File: src/shared/conv_ctrl_pkg.sv
package conv_ctrl_pkg;

  // ------------------------------------------------------------------
  // Register byte addresses
  // ------------------------------------------------------------------
  localparam logic [7:0] CTRL_ADDR = 8'h00;
  localparam logic [7:0] RES_HIGH_ADDR = 8'h04;
  localparam logic [7:0] RES_LOW_ADDR = 8'h08;
  localparam logic [7:0] PRESCALE_ADDR = 8'h0C;
  localparam logic [7:0] IRQ_EN_ADDR = 8'h10;
  localparam logic [7:0] IRQ_STAT_ADDR = 8'h14;

  // ------------------------------------------------------------------
  // Field positions and reset values
  // ------------------------------------------------------------------
  localparam int CHAN_LSB = 0;
  localparam int IRQ_EN_BIT = 1;
  localparam int START_BIT = 3;
  localparam int EOC_BIT = 4;
  localparam logic [7:0] CTRL_RESET = 8'h00;
  localparam logic [7:0] PRESCALE_RESET = 8'h00;
  localparam logic [7:0] IRQ_EN_RESET = 8'h00;
  localparam logic [7:0] RES_HIGH_RESET = 8'h00;
  localparam logic [1:0] RES_LOW_RESET = 2'h0;

  // ------------------------------------------------------------------
  // Counts, result codes and bus response codes
  // ------------------------------------------------------------------
  localparam logic [7:0] PRESCALE_ZERO_HALF = 8'h20;
  localparam logic [9:0] CODE_FULL = 10'h3FF;
  localparam logic [9:0] CODE_ZERO = 10'h000;
  localparam logic [1:0] RESP_OKAY = 2'h0;
  localparam logic [1:0] RESP_SLVERR = 2'h2;

  typedef struct packed {
    logic [2:0] chan;
    logic start;
    logic eoc;
  } ctrl_type;

  typedef struct packed {
    logic valid;
    logic over;
    logic under;
    logic [9:0] code;
  } sample_type;

endpackage : conv_ctrl_pkg

File: src/hw/conv_clock_div.sv
`timescale 1ns/1ps
module conv_clock_div (
  input wire logic clk_i,
  input wire logic rst_n_i,
  input wire logic run_i,
  input wire logic [7:0] prescale_i,
  output logic tick_o
);

  typedef struct packed {
    logic [8:0] cnt;
    logic tick;
  } state_type;

  state_type s_q;
  state_type s_d;
  logic [7:0] half;

  // A tick marks each converter clock rising edge, one per 2*half cycles.
  always_comb begin
    half = (prescale_i == 8'h00) ? conv_ctrl_pkg::PRESCALE_ZERO_HALF
                                 : prescale_i;
    s_d = s_q;
    s_d.tick = 1'b0;
    if (!run_i) begin
      s_d.cnt = 9'h000;
    end else if (s_q.cnt + 9'h001 >= {half, 1'b0}) begin
      s_d.cnt = 9'h000;
      s_d.tick = 1'b1;
    end else begin
      s_d.cnt = s_q.cnt + 9'h001;
    end
  end

  // The count is nine bits wide so that every prescaler value up to 255 works.
  always_ff @(posedge clk_i) begin
    if (!rst_n_i) begin
      s_q <= '0;
    end else begin
      s_q <= s_d;
    end
  end

  assign tick_o = s_q.tick;

endmodule : conv_clock_div

File: src/hw/conv_control.sv
// Added by the designer: the AXI4-Lite slave port and the register addresses.
`timescale 1ns/1ps
module conv_control #(
  parameter int CONV_TICKS = 11
) (
  input wire logic clk_i,
  input wire logic rst_n_i,
  input wire logic [31:0] s_axi_awaddr,
  input wire logic s_axi_awvalid,
  output logic s_axi_awready,
  input wire logic [31:0] s_axi_wdata,
  input wire logic [3:0] s_axi_wstrb,
  input wire logic s_axi_wvalid,
  output logic s_axi_wready,
  output logic [1:0] s_axi_bresp,
  output logic s_axi_bvalid,
  input wire logic s_axi_bready,
  input wire logic [31:0] s_axi_araddr,
  input wire logic s_axi_arvalid,
  output logic s_axi_arready,
  output logic [31:0] s_axi_rdata,
  output logic [1:0] s_axi_rresp,
  output logic s_axi_rvalid,
  input wire logic s_axi_rready,
  output logic [2:0] chan_sel_o,
  output logic sample_req_o,
  output logic conv_clk_tick_o,
  input wire conv_ctrl_pkg::sample_type sample_i,
  output logic irq_o
);

  if (CONV_TICKS < 1 || CONV_TICKS > 255) begin : g_bad_ticks
    $error("CONV_TICKS must lie in 1..255");
  end

  // ------------------------------------------------------------------
  // State
  // ------------------------------------------------------------------
  typedef enum logic [1:0] {
    IDLE = 2'b00,
    SAMPLE = 2'b01,
    CONVERT = 2'b10,
    DONE = 2'b11
  } phase_type;

  typedef struct packed {
    phase_type phase;
    conv_ctrl_pkg::ctrl_type ctrl;
    logic [7:0] prescale;
    logic [7:0] irq_en;
    logic [7:0] res_high;
    logic [1:0] res_low;
    logic [9:0] pending;
    logic [7:0] ticks;
    logic aw_full;
    logic [7:0] aw_addr;
    logic w_full;
    logic [31:0] w_data;
    logic [3:0] w_strb;
    logic bvalid;
    logic [1:0] bresp;
    logic rvalid;
    logic [31:0] rdata;
    logic [1:0] rresp;
    logic req;
  } state_type;

  state_type s_q;
  state_type s_d;
  logic tick;
  logic do_write;
  logic start_wr;
  logic eoc_clr;
  logic eoc_set;
  logic [9:0] code;
  logic [31:0] rd_word;
  logic rd_hit;
  logic wr_hit;

  // ------------------------------------------------------------------
  // Converter clock prescaler
  // ------------------------------------------------------------------
  // Derived from clk_i only: the converter has no clock of its own.
  conv_clock_div u_div (
    .clk_i(clk_i),
    .rst_n_i(rst_n_i),
    .run_i(s_q.phase != IDLE),
    .prescale_i(s_q.prescale),
    .tick_o(tick)
  );

  // ------------------------------------------------------------------
  // Result coding
  // ------------------------------------------------------------------
  always_comb begin
    if (sample_i.over) begin
      code = conv_ctrl_pkg::CODE_FULL;
    end else if (sample_i.under) begin
      code = conv_ctrl_pkg::CODE_ZERO;
    end else begin
      code = sample_i.code;
    end
  end

  // ------------------------------------------------------------------
  // Register read mux
  // ------------------------------------------------------------------
  always_comb begin
    rd_word = 32'h0000_0000;
    rd_hit = 1'b1;
    unique case (s_axi_araddr[7:0])
      conv_ctrl_pkg::CTRL_ADDR: begin
        rd_word[7:0] = {3'b000, s_q.ctrl.eoc, s_q.ctrl.start,
                        s_q.ctrl.chan};
      end
      conv_ctrl_pkg::RES_HIGH_ADDR: begin
        rd_word[7:0] = s_q.res_high;
      end
      conv_ctrl_pkg::RES_LOW_ADDR: begin
        // Reserved bits read zero here rather than undefined.
        rd_word[1:0] = s_q.res_low;
      end
      conv_ctrl_pkg::PRESCALE_ADDR: begin
        rd_word[7:0] = s_q.prescale;
      end
      conv_ctrl_pkg::IRQ_EN_ADDR: begin
        rd_word[7:0] = s_q.irq_en;
      end
      conv_ctrl_pkg::IRQ_STAT_ADDR: begin
        rd_word[conv_ctrl_pkg::EOC_BIT] = s_q.ctrl.eoc;
      end
      default: begin
        rd_hit = 1'b0;
      end
    endcase
    if (s_axi_araddr[31:8] != 24'h000000) begin
      rd_hit = 1'b0;
    end
  end

  always_comb begin
    do_write = s_q.aw_full && s_q.w_full && !s_q.bvalid;
    wr_hit = (s_q.aw_addr == conv_ctrl_pkg::CTRL_ADDR)
          || (s_q.aw_addr == conv_ctrl_pkg::RES_HIGH_ADDR)
          || (s_q.aw_addr == conv_ctrl_pkg::RES_LOW_ADDR)
          || (s_q.aw_addr == conv_ctrl_pkg::PRESCALE_ADDR)
          || (s_q.aw_addr == conv_ctrl_pkg::IRQ_EN_ADDR)
          || (s_q.aw_addr == conv_ctrl_pkg::IRQ_STAT_ADDR);
    start_wr = do_write && s_q.w_strb[0]
            && (s_q.aw_addr == conv_ctrl_pkg::CTRL_ADDR)
            && s_q.w_data[conv_ctrl_pkg::START_BIT];
    // The flag is cleared by writing zero to it in the control register,
    // or by writing one to it in the status register.
    eoc_clr = do_write && s_q.w_strb[0] && (
      ((s_q.aw_addr == conv_ctrl_pkg::CTRL_ADDR)
        && !s_q.w_data[conv_ctrl_pkg::EOC_BIT])
      || ((s_q.aw_addr == conv_ctrl_pkg::IRQ_STAT_ADDR)
        && s_q.w_data[conv_ctrl_pkg::EOC_BIT]));
    eoc_set = (s_q.phase == DONE);
  end

  // ------------------------------------------------------------------
  // Next state
  // ------------------------------------------------------------------
  always_comb begin
    s_d = s_q;
    s_d.req = 1'b0;

    if (!s_q.aw_full && s_axi_awvalid) begin
      s_d.aw_full = 1'b1;
      s_d.aw_addr = (s_axi_awaddr[31:8] == 24'h000000)
                    ? s_axi_awaddr[7:0] : 8'hFF;
    end
    if (!s_q.w_full && s_axi_wvalid) begin
      s_d.w_full = 1'b1;
      s_d.w_data = s_axi_wdata;
      s_d.w_strb = s_axi_wstrb;
    end
    if (s_q.bvalid && s_axi_bready) begin
      s_d.bvalid = 1'b0;
    end
    if (s_q.rvalid && s_axi_rready) begin
      s_d.rvalid = 1'b0;
    end
    if (!s_q.rvalid && s_axi_arvalid) begin
      s_d.rvalid = 1'b1;
      s_d.rdata = rd_word;
      s_d.rresp = rd_hit ? conv_ctrl_pkg::RESP_OKAY
                         : conv_ctrl_pkg::RESP_SLVERR;
    end

    if (do_write) begin
      s_d.aw_full = 1'b0;
      s_d.w_full = 1'b0;
      s_d.bvalid = 1'b1;
      s_d.bresp = wr_hit ? conv_ctrl_pkg::RESP_OKAY
                         : conv_ctrl_pkg::RESP_SLVERR;
      if (s_q.w_strb[0]) begin
        unique case (s_q.aw_addr)
          conv_ctrl_pkg::CTRL_ADDR: begin
            // Channel is frozen while converting so the sample stays on
            // the channel that was chosen at the start.
            if (s_q.phase == IDLE) begin
              s_d.ctrl.chan = s_q.w_data[2:0];
            end
          end
          conv_ctrl_pkg::PRESCALE_ADDR: begin
            s_d.prescale = s_q.w_data[7:0];
          end
          conv_ctrl_pkg::IRQ_EN_ADDR: begin
            s_d.irq_en = s_q.w_data[7:0];
          end
          default: begin
          end
        endcase
      end
    end

    if (eoc_clr) begin
      s_d.ctrl.eoc = 1'b0;
    end

    unique case (s_q.phase)
      IDLE: begin
        if (start_wr) begin
          s_d.ctrl.start = 1'b1;
          s_d.phase = SAMPLE;
        end
      end
      SAMPLE: begin
        // A start write here changes nothing.
        if (tick) begin
          s_d.req = 1'b1;
          s_d.ticks = 8'h00;
          s_d.phase = CONVERT;
        end
      end
      CONVERT: begin
        if (sample_i.valid) begin
          s_d.pending = code;
        end
        if (tick) begin
          if (s_q.ticks == 8'(CONV_TICKS - 1)) begin
            s_d.phase = DONE;
          end else begin
            s_d.ticks = s_q.ticks + 8'h01;
          end
        end
      end
      DONE: begin
        s_d.res_high = s_q.pending[9:2];
        s_d.res_low = s_q.pending[1:0];
        s_d.ctrl.start = 1'b0;
        s_d.phase = IDLE;
      end
    endcase

    // Setting wins over a clear in the same cycle.
    if (eoc_set) begin
      s_d.ctrl.eoc = 1'b1;
    end
  end

  always_ff @(posedge clk_i) begin
    if (!rst_n_i) begin
      s_q <= '0;
      s_q.phase <= IDLE;
      s_q.ctrl <= conv_ctrl_pkg::ctrl_type'(conv_ctrl_pkg::CTRL_RESET[4:0]);
      s_q.prescale <= conv_ctrl_pkg::PRESCALE_RESET;
      s_q.irq_en <= conv_ctrl_pkg::IRQ_EN_RESET;
      s_q.res_high <= conv_ctrl_pkg::RES_HIGH_RESET;
      s_q.res_low <= conv_ctrl_pkg::RES_LOW_RESET;
    end else begin
      s_q <= s_d;
    end
  end

  // ------------------------------------------------------------------
  // Outputs
  // ------------------------------------------------------------------
  assign s_axi_awready = !s_q.aw_full;
  assign s_axi_wready = !s_q.w_full;
  assign s_axi_bvalid = s_q.bvalid;
  assign s_axi_bresp = s_q.bresp;
  assign s_axi_arready = !s_q.rvalid;
  assign s_axi_rvalid = s_q.rvalid;
  assign s_axi_rdata = s_q.rdata;
  assign s_axi_rresp = s_q.rresp;
  assign chan_sel_o = s_q.ctrl.chan;
  assign sample_req_o = s_q.req;
  assign conv_clk_tick_o = tick;
  assign irq_o = s_q.ctrl.eoc
              && s_q.irq_en[conv_ctrl_pkg::IRQ_EN_BIT];

endmodule : conv_control

File: config.mk
export PLATFORM = sky130hd
export DESIGN_NAME = conv_control
export DESIGN_NICKNAME = d
export VERILOG_FILES = /design/src/shared/conv_ctrl_pkg.sv /design/src/hw/conv_clock_div.sv /design/src/hw/conv_control.sv
export SDC_FILE = /design/constraint.sdc
export NUM_CORES = 1
export LEC_CHECK = 0
export ABC_AREA = 1
export BUFFER_PORTS_ARGS = -buffer_cell sky130_fd_sc_hd__buf_4
export CAP_MARGIN = 15
export CORE_ASPECT_RATIO = 0.6
export CORE_MARGIN = 2
export CORE_UTILIZATION = 46
export CTS_CLUSTER_DIAMETER = 120
export DETAILED_ROUTE_END_ITERATION = 8
export GPL_TIMING_DRIVEN = 0
export HOLD_SLACK_MARGIN = 0.05
export MAX_ROUTING_LAYER = met4
export PLACE_DENSITY = 0.82
export SLEW_MARGIN = 15
export SYNTH_ARGS = -nofsm -noshare
export SYNTH_HDL_FRONTEND = slang
export SYNTH_SLANG_ARGS = --single-unit
File: constraint.sdc
create_clock -name clk_i -period 2.3 [get_ports clk_i]
set_clock_uncertainty 0.2 [all_clocks]
set_input_delay 0.345 -clock clk_i [delete_from_list [all_inputs] [get_ports clk_i]]
set_output_delay 0.345 -clock clk_i [all_outputs]
set_load 0.005 [all_outputs]
==> results.txt <==
----------------------------------------------------
[Status]
  Result of the run ... complete, but fails checks
  Violations in the final reports ... negative setup slack

[Synth]
  Post-synthesis cell type with the largest combined area ... sky130_fd_sc_hd__dfxtp_1
  Number of synthesized flops with an enable pin ... 0
  Commonest cells in the synthesized netlist ... 103 x sky130_fd_sc_hd__nand2_1, 103 x sky130_fd_sc_hd__nor2_1, 93 x sky130_fd_sc_hd__dfxtp_1, 79 x sky130_fd_sc_hd__inv_1, 52 x sky130_fd_sc_hd__a21oi_1
  Share of Yosys cell area claimed by the top area cell type ... a little under two fifths
  Number of storage elements in the synthesis netlist ... 93
  Register area share after synthesis ... between 30% and 40%
  Top cells by area in the synthesized netlist ... sky130_fd_sc_hd__dfxtp_1 38%, sky130_fd_sc_hd__nand2_1 7.9%, sky130_fd_sc_hd__nor2_1 7.9%
  Mean Syn Cell Area ... 7.25 um^2
  Cell area after synthesis ... 4890 um^2
  Yosys Warn Count ... 0
  Dominant synthesized flop cell ... sky130_fd_sc_hd__dfxtp_1
  Share of flip-flops with an asynchronous set or reset ... 0%
  Unique masters post-synth ... 44
  Gate Count Post-Synth ... 674

[Setup path]
  Cell type group with the largest total delay on the critical path ... simple AND/OR/NAND/NOR gates
  Required time of the critical path ... 2.37 ns
  Category of the worst setup path launch point ... flip-flop
  CP Data Arrival Time ... 2.45 ns
  Worst path cell trace ... ha_4, nand3_4, nor2_4, nand4_1, xor2_1, ha_1, nand2_1, nor2_1, a21boi_2, nor2_4, buf_4, nor3_1
  Critical path buffers and inverters ... 1
  Slowest cell on the critical path ... sky130_fd_sc_hd__dfxtp_2
  Most used cell, CP ... sky130_fd_sc_hd__nor2_4
  Capturing element type of the critical path ... flip-flop
  Crit-path max FO ... 3
  Kind of critical path ... flip-flop to flip-flop
  Delay of the slowest cell on the worst path ... 0.35 ns

[Power]
  Maximum ir drop on the vdd rail ... 0.000405 V
  PwrDens ... 546 nW/um^2
  Pint ... 2.67 mW
  Combinational share of power ... about 14%
  Leakage power figure ... 2.95 nW
  Sw frac ... 25.8%
  Clock group share of total power ... roughly two fifths
  Portion of total power attributed to sequential cells ... a little under half
  Net switching power figure ... 927 uW

[Placed design]
  Placed Instances ... 951
  Final weighted congestion in routability-driven placement ... 0.891
  Area after detailed placement ... ~6000 um^2
  # port buffers ... 113
  Setup slack after placement ... -0.470 ns
  Total half-perimeter wirelength after legalization and detailed placement ... 9.36 mm

[Timing]
  Post-route fraction of the period consumed by the critical path ... 104%
  Smallest setup slack after layout ... -0.0828 ns
  Final Setup Violations ... 9
  Pins over their slew limit ... 0
  Final Critical Period ... 2.38 ns
  Headroom to the max-slew limit ... a little over half
  Number of endpoints with negative hold slack in the final report ... 0
  Timing-limited maximum frequency ... 420 MHz
  Actual slew at the worst max-slew pin ... a little under 0.7 ns
  Unrepaired setup endpoints after global routing ... true
  Total Negative Setup Slacks ... -0.253 ns

[Floorplanning]
  Die boundary height ... 83.8 um
  Top-level I/O count ... between 150 and 200
  Total core area ... 10500 um^2
  Die footprint ... 11500 um^2
  Starting density of the core ... 46.8%
  Core Rows ... 29
  Die Span X ... 137 um

[Clocking]
  Insertion delay of the later-clocked pin in the worst-skew pair ... 0.35 ns
  TritonCTS clock tree ... done
  Buffer type at the clock tree root ... sky130_fd_sc_hd__clkbuf_16
  Total number of clock tree sinks ... 93
  Number of buffers inserted during clock tree synthesis ... 9
  Clock transition time at the flip-flop clock pins of the worst setup and hold paths ... 0.06 ns
  Deepest level of the CTS H-tree ... 3
  Deepest clock path buffer count ... 2

[Detailed routing]
  Remaining number of nets flagged by the antenna check after routing ... 0
  Router iterations before antenna repair ... 5
  Number of remaining DRC errors ... 0
  Wire length reported by the detailed router ... 12.4 mm
  Detailed Route Iter0 Violations ... between 400 and 500
  Number of vias per cell after detailed routing ... 4.86
  Total number of vias ... 4805
  Routed wirelength normalized by instance count ... 12.6 um

[Final layout]
  Number of diodes added for antenna fixing ... 0
  Fraction of layout instances using a drive strength above 1 ... 27.4%
  Post-synthesis to final-layout area growth ... 34.9%
  Net total in the final layout ... 981
  Post-route cell area ... about 6600 um^2
  Number of standard cells in the final layout excluding fillers ... between 900 and 1000

[GRT]
  Antenna violations before repair ... 0
  Total congestion overflow ... 0
  Pin count of the biggest net entering global routing ... 16
  First-pass GRT wire length ... 20.2 mm
  Number of global-route vias before repair ... 4478
  Gr usage total ... a little under a quarter

[Hold path]
  Type of the worst min-delay path ... input port to flip-flop

[Run]
  Max-cap violations ... 0

----------------------------------------------------
==> routing by layer <==
| layer | GRT usage [%] | part of all wire (%) | vias up |
|---|---|---|---|
| li1 | - | - | 2471 |
| met1 | 30.7 | 47 | 2147 |
| met2 | 34.3 | 43 | 171 |
| met3 | 5.71 | 8.8 | 16 |
| met4 | 5.62 | 1.0 | 0 |
| met5 | - | 0 | - |
==> worst reg2reg max path: cells and delay by family (launching register included) <==
family / cells / cell delay [ns]
AO/OA/AOI/OAI: 1 / 0.24
buffers and inverters: 1 / 0.14
XOR/XNOR: 1 / 0.18
AND/OR/NAND/NOR: 7 / 0.74
flip-flops: 1 / 0.35
adder cells (fa/ha/maj): 2 / 0.45
==> cell type report <==
class,instances,area [um^2]
Buffer,55,373
Clock buffer,10,239
Inverter,81,304
Sequential cell,93,1870
Timing Repair Buffer,135,1050
Fill cell,918,3860
Clock inverter,5,36.3
Tap cell,139,174
Multi-Input combinational cell,471,2550
==> registers in the layout, indices dropped and copies added, names as in the netlist <==
register / flops
u_div.s_q: 9
s_axi_bresp: 1
s_axi_rdata: 8
s_axi_rresp: 1
s_q: 67
sample_req_o: 1
chan_sel_o: 3
s_axi_bvalid: 1
s_axi_rvalid: 1
u_div.tick_o: 1
==> kinds of logic (layout without fill, tap and decap cells) <==
logic type	Yosys count	after routing	share of synthesized area [%]
adders and majority gates	15	15	3.84
other	1	26	0.0767
buffers and inverters	136	286	13.9
xor gates and xnor gates	9	9	1.61
AOI/OAI and AO/OA	130	130	15.2
DFF	93	93	38.1
and+or+nand+nor	290	291	27.3
==> layout by cell type, fill, tap and decap left out, types with 4 or more instances in the layout <==
cell type,synthesis,routed
sky130_fd_sc_hd__a21oi_1,52,52
sky130_fd_sc_hd__a21oi_2,5,5
sky130_fd_sc_hd__a221oi_1,10,10
sky130_fd_sc_hd__buf_2,4,4
sky130_fd_sc_hd__buf_4,39,158
sky130_fd_sc_hd__clkbuf_1,9,9
sky130_fd_sc_hd__clkbuf_16,0,9
sky130_fd_sc_hd__conb_1,1,26
sky130_fd_sc_hd__dfxtp_1,93,90
sky130_fd_sc_hd__dlygate4sd3_1,0,16
sky130_fd_sc_hd__ha_1,15,13
sky130_fd_sc_hd__inv_1,79,79
sky130_fd_sc_hd__nand2_1,103,102
sky130_fd_sc_hd__nand2_4,2,4
sky130_fd_sc_hd__nand3_1,33,31
sky130_fd_sc_hd__nand3_2,5,5
sky130_fd_sc_hd__nand4_1,6,6
sky130_fd_sc_hd__nor2_1,103,99
sky130_fd_sc_hd__nor2_2,10,12
sky130_fd_sc_hd__nor2_4,3,5
sky130_fd_sc_hd__nor3_1,11,11
sky130_fd_sc_hd__o21ai_0,48,47
sky130_fd_sc_hd__o21ai_1,3,4
sky130_fd_sc_hd__xor2_1,6,5
==> worst paths after layout <==
check	from	to	slack (ns)	depth (start not counted)
worst min register to register	s_q[119]$_SDFFE_PN0P_	s_q[119]$_SDFFE_PN0P_	0.25	2
worst max register to register	u_div.s_q[2]$_SDFF_PP0_	u_div.tick_o$_SDFF_PN0_	-0.08	12
worst max-delay path	u_div.s_q[2]$_SDFF_PP0_	u_div.tick_o$_SDFF_PN0_	-0.08	12
worst min-delay path	s_axi_bready	s_axi_bvalid$_SDFFE_PN0P_	0.07	3
==> power by group through the flow <==
stage / Clock (mW) / Combinational [mW] / Sequential, mW
3_3_place_gp: 0 / 0.451 / 1.73
2_1_floorplan: 0 / 0.267 / 1.72
6_report: 1.39 / 0.510 / 1.70
3_5_place_dp: 0 / 0.464 / 1.74
5_1_grt: 1.46 / 0.565 / 1.71
4_1_cts: 1.41 / 0.504 / 1.70
==> what timing repair did <==
action / 4_1_cts / 5_1_grt
buffers inserted: 2 / 4
setup endpoints to repair: 10 / 10
endpoints found under the hold margin: 16 / 0
gates resized for setup: 19 / 5
pin swaps: 10 / 3
gates cloned: 1 / 0
hold buffers: 16 / 0
==> through the flow <==
stage	hold slack, ns	util, %	power (mW)
6_report	0.0659	63.1	3.60
4_1_cts	0.0531	62.7	3.61
3_5_place_dp	0.236	57.4	2.20
3_3_place_gp	0.236	57.4	2.18
2_1_floorplan	0.224	-	1.99
5_1_grt	0.0721	63.1	3.73
Note: power is estimated with default switching activity, not from simulation.
